[src/design/pslave_pkg.sv]
/*
  constants, reset values and state encoding shared by the parallel slave port files.
  assumes a single 25 MHz ref_clk domain; no timing constants are needed here.
*/
package pslave_pkg;

  // widths and depths
  localparam int DATA_W      = 8;
  localparam int FIFO_DEPTH  = 16;
  localparam int STATUS_W    = 7;
  localparam int DELAY_W     = 3;
  localparam int CTRL_SYNC_W = 4;

  // field positions of the host status byte
  localparam int HOST_BUSY_POS = 7;

  // address select decode
  localparam logic ADDR_DATA   = 1'b0;
  localparam logic ADDR_STATUS = 1'b1;

  // values after reset
  localparam logic [DATA_W-1:0]      DATA_RST       = 8'h00;
  localparam logic [STATUS_W-1:0]    STATUS_RST     = 7'h00;
  localparam logic [DELAY_W-1:0]     DELAY_CNT_RST  = 3'h0;
  localparam logic                   EMPTY_RST      = 1'b1;
  localparam logic                   BUSY_RST       = 1'b0;
  localparam logic                   OVER_UNDER_RST = 1'b0;
  localparam logic                   READY_RST      = 1'b0;
  // synchronised control pins {cs_n, rd_n, wr_n, addr} idle values
  localparam logic [CTRL_SYNC_W-1:0] CTRL_IDLE      = 4'hE;

  // host cycle tracker, gray coded along idle -> wait -> hold
  typedef enum logic [1:0] {
    CYC_IDLE    = 2'b00,
    CYC_WR_WAIT = 2'b01,
    CYC_WR_HOLD = 2'b11,
    CYC_RD_HOLD = 2'b10
  } host_cycle_e;

endpackage : pslave_pkg

[src/design/pin_filter.sv]
/*
  three flip-flop synchroniser with an agreement filter for pins from outside ref_clk.
  assumes the pins change slowly compared to ref_clk; a change counts once the second
  and third stage agree.
*/
`timescale 1ns/100ps
`default_nettype none

module pin_filter #(
  parameter int               WIDTH = 1,
  parameter logic [WIDTH-1:0] RST   = '0
) (
  // clock and reset
  input  wire logic             ref_clk,
  input  wire logic             reset,
  // pins and filtered value
  input  wire logic [WIDTH-1:0] pin_in,
  output var  logic [WIDTH-1:0] filt_reg
);

  logic [WIDTH-1:0] stage1_reg;
  logic [WIDTH-1:0] stage2_reg;
  logic [WIDTH-1:0] stage3_reg;

  always_ff @(posedge ref_clk) begin
    if (reset) begin
      stage1_reg <= RST;
      stage2_reg <= RST;
      stage3_reg <= RST;
    end else begin
      stage1_reg <= pin_in;
      stage2_reg <= stage1_reg;
      stage3_reg <= stage2_reg;
    end
  end

  always_ff @(posedge ref_clk) begin
    if (reset) begin
      filt_reg <= RST;
    end else if (stage2_reg == stage3_reg) begin
      filt_reg <= stage3_reg;
    end
  end

endmodule : pin_filter

`default_nettype wire

[src/design/byte_fifo.sv]
/*
  synchronous first-word-fall-through fifo with valid/ready on both sides.
  assumes one clock; full and empty come from registered occupancy count.
*/
`timescale 1ns/100ps
`default_nettype none

module byte_fifo #(
  parameter int WIDTH = 8,
  parameter int DEPTH = 16
) (
  // clock and reset
  input  wire logic             ref_clk,
  input  wire logic             reset,
  // fill side
  input  wire logic             in_valid,
  input  wire logic [WIDTH-1:0] in_data,
  output logic                  in_ready,
  // drain side
  output logic                  out_valid,
  output logic [WIDTH-1:0]      out_data,
  input  wire logic             out_ready
);

  localparam int AW = $clog2(DEPTH);

  logic [WIDTH-1:0] mem [DEPTH];
  logic [AW-1:0]    wr_ptr_reg;
  logic [AW-1:0]    rd_ptr_reg;
  logic [AW:0]      count_reg;
  logic             push;
  logic             pop;

  assign in_ready  = (count_reg != (AW+1)'(DEPTH));
  assign out_valid = (count_reg != '0);
  assign out_data  = mem[rd_ptr_reg];
  assign push      = in_valid & in_ready;
  assign pop       = out_valid & out_ready;

  always_ff @(posedge ref_clk) begin
    if (push) begin
      mem[wr_ptr_reg] <= in_data;
    end
  end

  always_ff @(posedge ref_clk) begin
    if (reset) begin
      wr_ptr_reg <= '0;
      rd_ptr_reg <= '0;
      count_reg  <= '0;
    end else begin
      if (push) begin
        wr_ptr_reg <= (wr_ptr_reg == AW'(DEPTH-1)) ? '0 : wr_ptr_reg + 1'b1;
      end
      if (pop) begin
        rd_ptr_reg <= (rd_ptr_reg == AW'(DEPTH-1)) ? '0 : rd_ptr_reg + 1'b1;
      end
      if (push && !pop) begin
        count_reg <= count_reg + 1'b1;
      end else if (pop && !push) begin
        count_reg <= count_reg - 1'b1;
      end
    end
  end

endmodule : byte_fifo

`default_nettype wire

[src/design/parallel_slave_port.sv]
/*
  parallel slave port: asynchronous 8-bit host bus with one address select, read and
  write strobes and chip select, buffered through a 16-byte fifo toward the cpu or
  the data-flow channel, with busy handshake, write sampling delay, overrun/underrun
  detection and an interrupt request.
  assumes host pins are asynchronous to ref_clk and held for several ref_clk periods;
  cpu control bits arrive as plain ports synchronous to ref_clk.
*/
`timescale 1ns/100ps
`default_nettype none

// Function
// - 8-bit bus, one address line, 16-byte fifo
// - inactive until the enable bit is set
// - enabled: pins input, pull-ups off
// - status read returns host status byte
// - write with select high enters fifo
// - data read delivers next fifo byte
// - data write enters fifo for cpu/channel
// - write data sampled 0-7 clocks after strobe
// - host byte written with select high sets busy flag
// - software clearing busy clears host copy
// - software loads host status value
// - firmware polls fifo empty before reading
// - cpu transfers byte-wise with software pacing
// - channel mode: busy clears once peer ready
// - full write or empty read sets flag
// - overrun discards the written byte
// - underrun repeats the previous read byte
// - enabled flags raise interrupt when globally enabled
// - empty flag follows fifo occupancy
// - overrun/underrun flag held until software clears
// - status byte: busy in bit 7
// - ready flag set on data, cleared after read
module parallel_slave_port
  import pslave_pkg::*;
#(
  parameter int FIFO_W = pslave_pkg::DATA_W,
  parameter int FIFO_D = pslave_pkg::FIFO_DEPTH
) (
  // clock and reset
  input  wire logic                           ref_clk,
  input  wire logic                           reset,
  // host pins
  input  wire logic                           host_cs_n,
  input  wire logic                           host_read_strobe_n,
  input  wire logic                           host_write_strobe_n,
  input  wire logic                           host_addr_select,
  input  wire logic [pslave_pkg::DATA_W-1:0]  host_data_in,
  output logic      [pslave_pkg::DATA_W-1:0]  host_data_out,
  output logic                                host_data_oe_n,
  // pin configuration
  output logic                                pin_input_mode,
  output logic                                pin_pullup_on,
  // control bits
  input  wire logic                           port_enable_bit,
  input  wire logic                           busy_irq_enable,
  input  wire logic                           over_under_irq_enable,
  input  wire logic                           port_global_irq_enable,
  input  wire logic [pslave_pkg::DELAY_W-1:0] write_sample_delay,
  input  wire logic                           service_by_channel,
  input  wire logic                           dir_to_host,
  // software commands
  input  wire logic                           busy_set,
  input  wire logic                           busy_clear,
  input  wire logic                           over_under_clear,
  input  wire logic                           host_status_wr,
  input  wire logic [pslave_pkg::STATUS_W-1:0] host_status_wdata,
  input  wire logic                           channel_peer_ready,
  // status
  output logic                                fifo_empty_flag,
  output logic                                processing_busy_flag,
  output logic                                over_under_flag,
  output logic                                host_data_ready_flag,
  output logic      [pslave_pkg::STATUS_W-1:0] host_status_value,
  output logic                                irq,
  // device-side fill (cpu or channel toward host)
  input  wire logic                           dev_in_valid,
  input  wire logic [pslave_pkg::DATA_W-1:0]  dev_in_data,
  output logic                                dev_in_ready,
  // device-side drain (host toward cpu or channel)
  output logic                                dev_out_valid,
  output logic      [pslave_pkg::DATA_W-1:0]  dev_out_data,
  input  wire logic                           dev_out_ready
);

  import pslave_pkg::*;

  logic [CTRL_SYNC_W-1:0] ctrl_f;
  logic [DATA_W-1:0]      data_f;
  logic                   cs_n_f;
  logic                   rd_n_f;
  logic                   wr_n_f;
  logic                   addr_f;
  logic                   rd_n_q_reg;
  logic                   wr_n_q_reg;
  host_cycle_e            state_reg;
  host_cycle_e            state_next;
  logic [DELAY_W-1:0]     delay_cnt_reg;
  logic                   wr_addr_reg;
  logic                   push_addr;
  logic                   wr_start;
  logic                   rd_start;
  logic                   rd_end;
  logic                   sample_now;
  logic                   host_push;
  logic                   host_overrun;
  logic                   host_pop;
  logic                   host_underrun;
  logic [DATA_W-1:0]      rd_data_reg;
  logic [DATA_W-1:0]      last_byte_reg;
  logic                   busy_reg;
  logic                   clear_pending_reg;
  logic                   over_under_reg;
  logic                   empty_reg;
  logic                   ready_reg;
  logic [STATUS_W-1:0]    status_reg;
  logic                   oe_n_reg;
  logic                   irq_reg;
  logic                   input_mode_reg;
  logic                   pullup_reg;
  logic                   fifo_in_valid;
  logic [FIFO_W-1:0]      fifo_in_data;
  logic                   fifo_in_ready;
  logic                   fifo_out_valid;
  logic [FIFO_W-1:0]      fifo_out_data;
  logic                   fifo_out_ready;

  // host pins enter the clock domain
  pin_filter #(
    .WIDTH (CTRL_SYNC_W),
    .RST   (CTRL_IDLE)
  ) u_ctrl_filter (
    .ref_clk  (ref_clk),
    .reset    (reset),
    .pin_in   ({host_cs_n, host_read_strobe_n, host_write_strobe_n, host_addr_select}),
    .filt_reg (ctrl_f)
  );

  pin_filter #(
    .WIDTH (DATA_W),
    .RST   (DATA_RST)
  ) u_data_filter (
    .ref_clk  (ref_clk),
    .reset    (reset),
    .pin_in   (host_data_in),
    .filt_reg (data_f)
  );

  assign cs_n_f = ctrl_f[3];
  assign rd_n_f = ctrl_f[2];
  assign wr_n_f = ctrl_f[1];
  assign addr_f = ctrl_f[0];

  always_ff @(posedge ref_clk) begin
    if (reset) begin
      rd_n_q_reg <= 1'b1;
      wr_n_q_reg <= 1'b1;
    end else begin
      rd_n_q_reg <= rd_n_f;
      wr_n_q_reg <= wr_n_f;
    end
  end

  // strobe falling edges count only when enabled and selected
  assign wr_start = port_enable_bit & !cs_n_f & wr_n_q_reg & !wr_n_f
                    & (state_reg == CYC_IDLE);
  assign rd_start = port_enable_bit & !cs_n_f & rd_n_q_reg & !rd_n_f
                    & (state_reg == CYC_IDLE) & !wr_start;
  assign rd_end   = (state_reg == CYC_RD_HOLD) & (rd_n_f | cs_n_f);

  // sampling point: d clocks after the write strobe edge was seen
  assign sample_now = (wr_start && write_sample_delay == DELAY_CNT_RST)
                    | (state_reg == CYC_WR_WAIT && delay_cnt_reg == write_sample_delay);
  // a zero delay samples in the start cycle, before wr_addr_reg has caught the select
  assign push_addr    = wr_start ? addr_f : wr_addr_reg;
  assign host_push    = sample_now & fifo_in_ready;
  assign host_overrun = sample_now & !fifo_in_ready;
  assign host_pop      = rd_start & (addr_f == ADDR_DATA) & fifo_out_valid;
  assign host_underrun = rd_start & (addr_f == ADDR_DATA) & !fifo_out_valid;

  // host cycle tracker
  always_comb begin
    state_next = state_reg;
    case (state_reg)
      CYC_IDLE: begin
        if (wr_start) begin
          state_next = (write_sample_delay == DELAY_CNT_RST) ? CYC_WR_HOLD : CYC_WR_WAIT;
        end else if (rd_start) begin
          state_next = CYC_RD_HOLD;
        end
      end
      CYC_WR_WAIT: begin
        if (sample_now) begin
          state_next = CYC_WR_HOLD;
        end
      end
      CYC_WR_HOLD: begin
        if (wr_n_f | cs_n_f) begin
          state_next = CYC_IDLE;
        end
      end
      CYC_RD_HOLD: begin
        if (rd_end) begin
          state_next = CYC_IDLE;
        end
      end
      default: begin
        state_next = CYC_IDLE;
      end
    endcase
  end

  always_ff @(posedge ref_clk) begin
    if (reset) begin
      state_reg <= CYC_IDLE;
    end else begin
      state_reg <= state_next;
    end
  end

  always_ff @(posedge ref_clk) begin
    if (reset) begin
      delay_cnt_reg <= DELAY_CNT_RST;
      wr_addr_reg   <= ADDR_DATA;
    end else if (wr_start) begin
      delay_cnt_reg <= DELAY_CNT_RST + 1'b1;
      wr_addr_reg   <= addr_f;
    end else if (state_reg == CYC_WR_WAIT) begin
      delay_cnt_reg <= delay_cnt_reg + 1'b1;
    end
  end

  // read data and bus drive
  always_ff @(posedge ref_clk) begin
    if (reset) begin
      rd_data_reg   <= DATA_RST;
      last_byte_reg <= DATA_RST;
    end else if (rd_start) begin
      if (addr_f == ADDR_STATUS) begin
        rd_data_reg <= {busy_reg, status_reg};
      end else if (fifo_out_valid) begin
        rd_data_reg   <= fifo_out_data;
        last_byte_reg <= fifo_out_data;
      end else begin
        rd_data_reg <= last_byte_reg;
      end
    end
  end

  always_ff @(posedge ref_clk) begin
    if (reset) begin
      oe_n_reg <= 1'b1;
    end else begin
      oe_n_reg <= (state_next != CYC_RD_HOLD);
    end
  end

  // processing busy flag; hardware set wins over software clear
  always_ff @(posedge ref_clk) begin
    if (reset) begin
      busy_reg          <= BUSY_RST;
      clear_pending_reg <= 1'b0;
    end else begin
      if (host_push && push_addr == ADDR_STATUS) begin
        busy_reg          <= 1'b1;
        clear_pending_reg <= 1'b0;
      end else if (busy_set) begin
        busy_reg          <= 1'b1;
        clear_pending_reg <= 1'b0;
      end else if ((busy_clear || clear_pending_reg)
                   && (!service_by_channel || channel_peer_ready)) begin
        busy_reg          <= 1'b0;
        clear_pending_reg <= 1'b0;
      end else if (busy_clear) begin
        clear_pending_reg <= 1'b1;
      end
    end
  end

  always_ff @(posedge ref_clk) begin
    if (reset) begin
      over_under_reg <= OVER_UNDER_RST;
    end else if (host_overrun || host_underrun) begin
      over_under_reg <= 1'b1;
    end else if (over_under_clear) begin
      over_under_reg <= 1'b0;
    end
  end

  always_ff @(posedge ref_clk) begin
    if (reset) begin
      status_reg <= STATUS_RST;
    end else if (host_status_wr) begin
      status_reg <= host_status_wdata;
    end
  end

  always_ff @(posedge ref_clk) begin
    if (reset) begin
      empty_reg <= EMPTY_RST;
    end else begin
      empty_reg <= !fifo_out_valid;
    end
  end

  // ready for host: set when a byte waits, dropped at the end of a host read
  always_ff @(posedge ref_clk) begin
    if (reset) begin
      ready_reg <= READY_RST;
    end else if (rd_end) begin
      ready_reg <= 1'b0;
    end else if (fifo_out_valid && dir_to_host && state_reg != CYC_RD_HOLD) begin
      ready_reg <= 1'b1;
    end
  end

  always_ff @(posedge ref_clk) begin
    if (reset) begin
      irq_reg <= 1'b0;
    end else begin
      irq_reg <= port_global_irq_enable
                 & ((busy_irq_enable & busy_reg)
                    | (over_under_irq_enable & over_under_reg));
    end
  end

  always_ff @(posedge ref_clk) begin
    if (reset) begin
      input_mode_reg <= 1'b0;
      pullup_reg     <= 1'b1;
    end else begin
      input_mode_reg <= port_enable_bit;
      pullup_reg     <= !port_enable_bit;
    end
  end

  // fifo sharing: host accesses take the slot, device side stalls
  assign fifo_in_valid  = host_push | (dir_to_host & dev_in_valid & !sample_now);
  assign fifo_in_data   = sample_now ? data_f : dev_in_data;
  assign dev_in_ready   = dir_to_host & fifo_in_ready & !sample_now;
  assign fifo_out_ready = host_pop | (!dir_to_host & dev_out_ready & !rd_start);
  assign dev_out_valid  = !dir_to_host & fifo_out_valid & !rd_start;
  assign dev_out_data   = fifo_out_data;

  byte_fifo #(
    .WIDTH (FIFO_W),
    .DEPTH (FIFO_D)
  ) u_fifo (
    .ref_clk   (ref_clk),
    .reset     (reset),
    .in_valid  (fifo_in_valid),
    .in_data   (fifo_in_data),
    .in_ready  (fifo_in_ready),
    .out_valid (fifo_out_valid),
    .out_data  (fifo_out_data),
    .out_ready (fifo_out_ready)
  );

  assign host_data_out        = rd_data_reg;
  assign host_data_oe_n       = oe_n_reg;
  assign pin_input_mode       = input_mode_reg;
  assign pin_pullup_on        = pullup_reg;
  assign fifo_empty_flag      = empty_reg;
  assign processing_busy_flag = busy_reg;
  assign over_under_flag      = over_under_reg;
  assign host_data_ready_flag = ready_reg;
  assign host_status_value    = status_reg;
  assign irq                  = irq_reg;

endmodule : parallel_slave_port

`default_nettype wire

[config.mk]
export PLATFORM = sky130hd
export DESIGN_NAME = parallel_slave_port
export DESIGN_NICKNAME = d
export VERILOG_FILES = /design/src/design/pslave_pkg.sv /design/src/design/pin_filter.sv /design/src/design/byte_fifo.sv /design/src/design/parallel_slave_port.sv
export SDC_FILE = /design/constraint.sdc
export NUM_CORES = 1
export LEC_CHECK = 0
export BUFFER_PORTS_ARGS = -buffer_cell sky130_fd_sc_hd__clkbuf_2
export CAP_MARGIN = 5
export CORE_MARGIN = 1.5
export CORE_UTILIZATION = 40
export CTS_BUF_LIST = sky130_fd_sc_hd__clkbuf_2
export DETAILED_ROUTE_END_ITERATION = 7
export PLACE_DENSITY_LB_ADDON = 0.1
export SYNTH_ARGS = -nofsm -noshare
export SYNTH_HDL_FRONTEND = slang
export SYNTH_SLANG_ARGS = --single-unit
[constraint.sdc]
create_clock -name ref_clk -period 3.3 [get_ports ref_clk]
set_input_delay 0.825 -clock ref_clk [delete_from_list [all_inputs] [get_ports ref_clk]]
set_output_delay 0.825 -clock ref_clk [all_outputs]
set_load 0.005 [all_outputs]
---- Word level (Yosys, flattened, before mapping) ----
Memories as Yosys holds them, arrays and structs flattened. A register that Yosys moved wholly into a read port is not among the register bits.
Cells that the tools add are included.
cells by class
  bitwise gates (word level) .............. 34
  equal/unequal tests ..................... 11
  reductions and logical operators ........ 35
  multiplexer cells ....................... 26
  add/subtract/negate cells ............... 5
operators by type and width
  operator                                           number
  AND 1 bit                                          27
  2-to-1 mux 8 bit                                   3
  2-to-1 mux 4 bit                                   4
  zero test 1 bit                                    13
  2-to-1 mux 2 bit                                   6
  2-to-1 mux 1 bit                                   10
  2-to-1 mux 5 bit                                   2
  adder 4 x 1 -> 4 bit (second input constant)       2
  == test 4 bit (second input constant)              2
  == test 8 bit                                      1
  logical AND 1 bit                                  8
  one-hot mux 2 bit (4 select lines)                 1
  bitwise OR 1 bit                                   6
  nonzero test 2 bit                                 3
  adder 5 x 1 -> 5 bit (second input constant)       1
  != test 5 bit (second input constant)              1
  nonzero test 5 bit                                 1
  subtractor 5 x 1 -> 5 bit (second input constant)  1
  == test 2 bit (second input constant)              2
  == test 4 bit                                      1
  != test 2 bit (second input constant)              2
  OR reduction 2 bit                                 2
  OR reduction 4 bit                                 1
  adder 3 x 1 -> 3 bit (second input constant)       1
  other kinds (8)                                    10
storage, ports and cells
  register bits ........................... 101
  memories ................................ 1
  output and inout bits ................... 33
  input port bits ......................... 45
  logic and storage cells ................. 141
  memory bits (writable) .................. 128
memory list
  memory      depth  width  read ports  clocked after memory_dff  write ports  RTL line         source
  u_fifo.mem  16     8      1           1                         1            byte_fifo.sv:27  logic [WIDTH-1:0] mem [DEPTH];

---- Logic depth before layout (Yosys ltp) ----
  depth in word-level cells ............... 15
  depth in mapped cells ................... 13
  mapped depth without buffers ............ 12

---- By module ----
A second synthesis with hierarchy kept.
unflattened totals
  cell total of the unflattened synthesis .. 661
  area total of the unflattened synthesis .. 9331.4 um^2
by module, submodules not included
  module                      times used  cells an instance  sequential area each (um^2)  area each (um^2)
  byte_fifo                   1           311                4184.0                       5771.8
  parallel_slave_port         1           208                800.8                        1948.1
  pin_filter (u_data_filter)  1           95                 640.6                        1077.3
  pin_filter (u_ctrl_filter)  1           47                 320.3                        534.3

---- Worst setup path before layout ----
OpenSTA, ideal clock, no wires.
  path kind ............................... input to register
  start point ............................. input port port_enable_bit
  end point ............................... register u_fifo.count_reg[4]
  data required time ...................... 3.230 ns
  setup time .............................. 0.070 ns
  slack ................................... -0.183 ns
  cell stages on the path ................. 13
  buffers on the path ..................... 1
  data arrival time ....................... 3.412 ns
  path through ............................ nor3b_2 nand4_1 and3_1 nor2_2 buf_2 ha_1 inv_1 fa_1 a21o_1 a21oi_1 xnor2_1 or3_1 a21oi_1
between the ends
  longest elaborated chain between the ends .. 13
  elaborated cells between the ends (all ways) .. 28
  those cells by class .................... 1 x mux; 18 x bitwise; 9 x reduce/logical
ends and longest elaborated chain
  what                                 RTL line                    source
  start: declaration                   parallel_slave_port.sv:56   input wire logic port_enable_bit,
  AND 1 bit * (3 in series)            parallel_slave_port.sv:166  assign wr_start = port_enable_bit & !cs_n_f & wr_n_q_reg & !wr_n_f
  AND 1 bit *                          parallel_slave_port.sv:167  & (state_reg == CYC_IDLE);
  logical AND 1 bit *                  parallel_slave_port.sv:173  assign sample_now = (wr_start && write_sample_delay == DELAY_CNT_RST)
  bitwise OR 1 bit *                   parallel_slave_port.sv:174  | (state_reg == CYC_WR_WAIT && delay_cnt_reg == write_sample_delay);
  zero test 1 bit                      parallel_slave_port.sv:339  assign fifo_in_valid = host_push | (dir_to_host & dev_in_valid & !sample_now);
  AND 1 bit                            parallel_slave_port.sv:339
  bitwise OR 1 bit *                   parallel_slave_port.sv:339
  AND 1 bit *                          byte_fifo.sv:37             assign push = in_valid & in_ready;
  named net u_fifo.push                byte_fifo.sv:31             logic push;
  zero test 1 bit                      byte_fifo.sv:60             end else if (pop && !push) begin
  logical AND 1 bit                    byte_fifo.sv:60
  nonzero test 2 bit (no source line)  n/a
  end signal: assignment               byte_fifo.sv:59             count_reg <= count_reg + 1'b1;
  end signal: assignment               byte_fifo.sv:61             count_reg <= count_reg - 1'b1;
  end: declaration                     byte_fifo.sv:30             logic [AW:0] count_reg;
The timed path passes the listed nets; every way through them passes the cells marked *.
A chain may end at the register's enable or synchronous reset.

==> impl_metrics.ini <==
[clock_tree]
cts_root_buf = clkbuf_2
cts_tree = yes
clkTransAtPathRegs_ns = 0.11
htreeDepth = 2
clkLatencyLatePin_ns = 0.83
clock_sinks = 233
cts_buffer_depth = 3
cts_buffers = 60

[global_route]
grtUsageMet1_pct = 21.9
grt_antenna_before_repair = 1
grt_pass1_vias = 5958
grt_pass1_wl_um = 31200
grt_usage_pct = 17.0
grt_use_met3_pct = 3.88
met2_usage_pct = 28.4
grt_max_degree = 83
grt_busiest_layer = met2
gr-total-overflow = 0

[routing]
wl_per_cell_um = 17.4
drc = 0
wl_um = 19400
vias = 5601
drtIter0Drc = 269
vias_per_cell = 5.02
ant_nets = 0
first_pass_iters = 4

[timing]
period_share_pct = 98.1
timing.slew.headroom_pct = 44.4
tightest_slew_ns = 0.831
rsz0062_at_grt = yes
setup_viol = 0
max_freq_mhz = 309
holdWs_ns = 0.199
hold_viol_final = 0
drv_slew = 0
fin_setup_tns_ns = 0
min_period_ns = 3.24
clock_skew_ns = 0.0563

[floorplan]
num_rows = 54
die-area_mm2 = 0.0235
dieWidth_um = 153
dieHeight_um = 153
start_util_pct = 41.1
io_pins = 78
core_area_mm2 = 0.0220

[yosys]
synth_area_mm2 = 0.00905
syn_area_per_cell_um2 = 14.3
synth_seq_cells = 233
syn_nets = 690
yosysSeqAreaShare_pct = 65.7
synthCells = 634
yosysUniqueCellTypes = 49
yosys_warnings = 0

[worst_setup_path]
endpoint_kind = register
cp-start-kind = register
cp_max_fo = 8
critPathArrivalTime_ns = 3.90
required_ns = 3.96
worstSetupPathType = register to register

[final_layout]
syn_to_final_growth_pct = 19.1
num-nets-final = 844
final_common_cell = clkbuf_2
fill_cells = 1979
fin_cells = 1116
postLayoutCellArea_mm2 = 0.0108
layout_common_cells = clkbuf_2 (177), edfxtp_1 (128), dfxtp_1 (103)
largest_reg_flops = 128
regMostFlops = u_fifo.mem
drive_gt1_share_pct = 37.5

[pwr]
ir_drop_mv = 0.247
leakagePower_nw = 4.27
powerDensity_mw_per_mm2 = 594

[run_status]
status = complete, no violations

[place]
dp.cells = 981
globalplace.congestion = 0.795
io_buffers = 77
place_area_mm2 = 0.00985
hpwl_um = 12200

[worst_hold_path]
hold_path_class = input port to register

[run]
maxCapViolations = 0
## where the power goes
part | leakage (nW) | internal (mW) | switching, mW
clock | 0.443 | 0.863 | 1.11
sequential | 2.01 | 3.15 | 0.0723
combinational | 1.82 | 0.603 | 0.606
total | 4.27 | 4.61 | 1.79
## worst max-delay path, cell delays in order, from the launching register on
cell and delay, ns:
dfxtp_4 0.41, buf_6 0.19, mux4_2 0.53, a22oi_2 0.23, nand2_2 0.10, buf_4 0.14
buf_4 0.12, buf_4 0.12, buf_4 0.12, buf_4 0.12, buf_4 0.12, buf_4 0.12
buf_4 0.12, buf_4 0.12, buf_4 0.12, buf_4 0.12, buf_4 0.13, mux2i_1 0.12
nor2_1 0.05
## Yosys cell counts (all sizes together)
library cell  number  area, µm²
and4               1       10.0
nor3               6       30.0
a221oi             8       70.1
a211o              1       8.76
and2               7       43.8
and2b              1       7.51
nand2             34        130
a22o               1       8.76
clkbuf            20       75.1
edfxtp           128       3840
xnor2             12        105
a21o               2       15.0
nand3              3       15.0
o41ai              1       8.76
nor3b              3       32.5
dfxtp            105       2100
and3              16        100
inv                9       33.8
a21boi             1       7.51
or3b               1       8.76
nor4               2       12.5
a21oi             24        124
o32ai              1       8.76
a311oi             1       15.0
or2               11       68.8
nor2              44        168
o31a               1       8.76
mux4              32        721
o21ai             14       70.1
buf                8       38.8
or3                5       31.3
fa                 1       20.0
a22oi             16        120
ha                10        125
nor2b             39        244
nand2b             2       12.5
mux2i             35        363
mux2               8       90.1
clkinv             1       3.75
a311o              2       20.0
nand4              4       25.0
a31oi              3       18.8
xor2              10       87.6
## repair_timing
action | 4_1_cts | 5_1_grt
gates cloned | 3 | 0
resized for setup | 28 | 5
pin swaps | 16 | 12
endpoints found under the setup margin | 8 | 12
buffers inserted | 24 | 0
hold buffers | 0 | 0
hold endpoints to repair | 0 | 0
## logic make-up after synthesis
| group | synth area share, % |
|---|---|
| AO/OA/AOI/OAI | 5.57 |
| XOR/XNOR | 2.13 |
| adder cells (fa/ha/maj) | 1.60 |
| buffers and inverters | 1.67 |
| flip-flops | 65.7 |
| multiplexers | 13.0 |
| AND/OR/NAND/NOR | 10.4 |
## worst paths after layout
kind	from	end	slack (ns)	cells after the start
min	host_data_in[2]	u_data_filter.stage1_reg[2]$_SDFF_PP0_	0.20	2
max	register	last_byte_reg[0]$_SDFFE_PP0N_	0.06	18
max reg2reg	register	last_byte_reg[0]$_SDFFE_PP0N_	0.06	18
min reg2reg	u_ctrl_filter.stage1_reg[3]$_SDFF_PP1_	u_ctrl_filter.stage2_reg[3]$_SDFF_PP1_	0.41	1
## routing by layer
metal | share of wire [%] | wire [µm]
met2 | 48 | 9340
met3 | 4.7 | 919
met1 | 45 | 8710
met4 | 2.1 | 409
met5 | 0 | 0
## per-stage QoR
stage	util, %	power, mW	worst slack [ns]
floorplan	-	3.96	0.0300
global placement	44.7	4.30	0.0354
detailed placement	44.7	4.32	-0.00208
CTS	49.1	6.55	-0.0858
global route	48.9	6.78	-0.0930
finish	48.9	6.40	0.0617
## layout make-up
class | count | area (µm²) | share of cell area (%)
Timing Repair Buffer | 120 | 790 | 7.32
Sequential cell | 233 | 5950 | 55.2
Tap cell | 280 | 350 | 3.25
Multi-Input combinational cell | 363 | 3090 | 28.6
Clock inverter | 9 | 63.8 | 0.592
Inverter | 10 | 37.5 | 0.348
Antenna cell | 1 | 2.50 | 0.0232
Clock buffer | 100 | 500 | 4.64
Power figures use the tool's default switching activity.
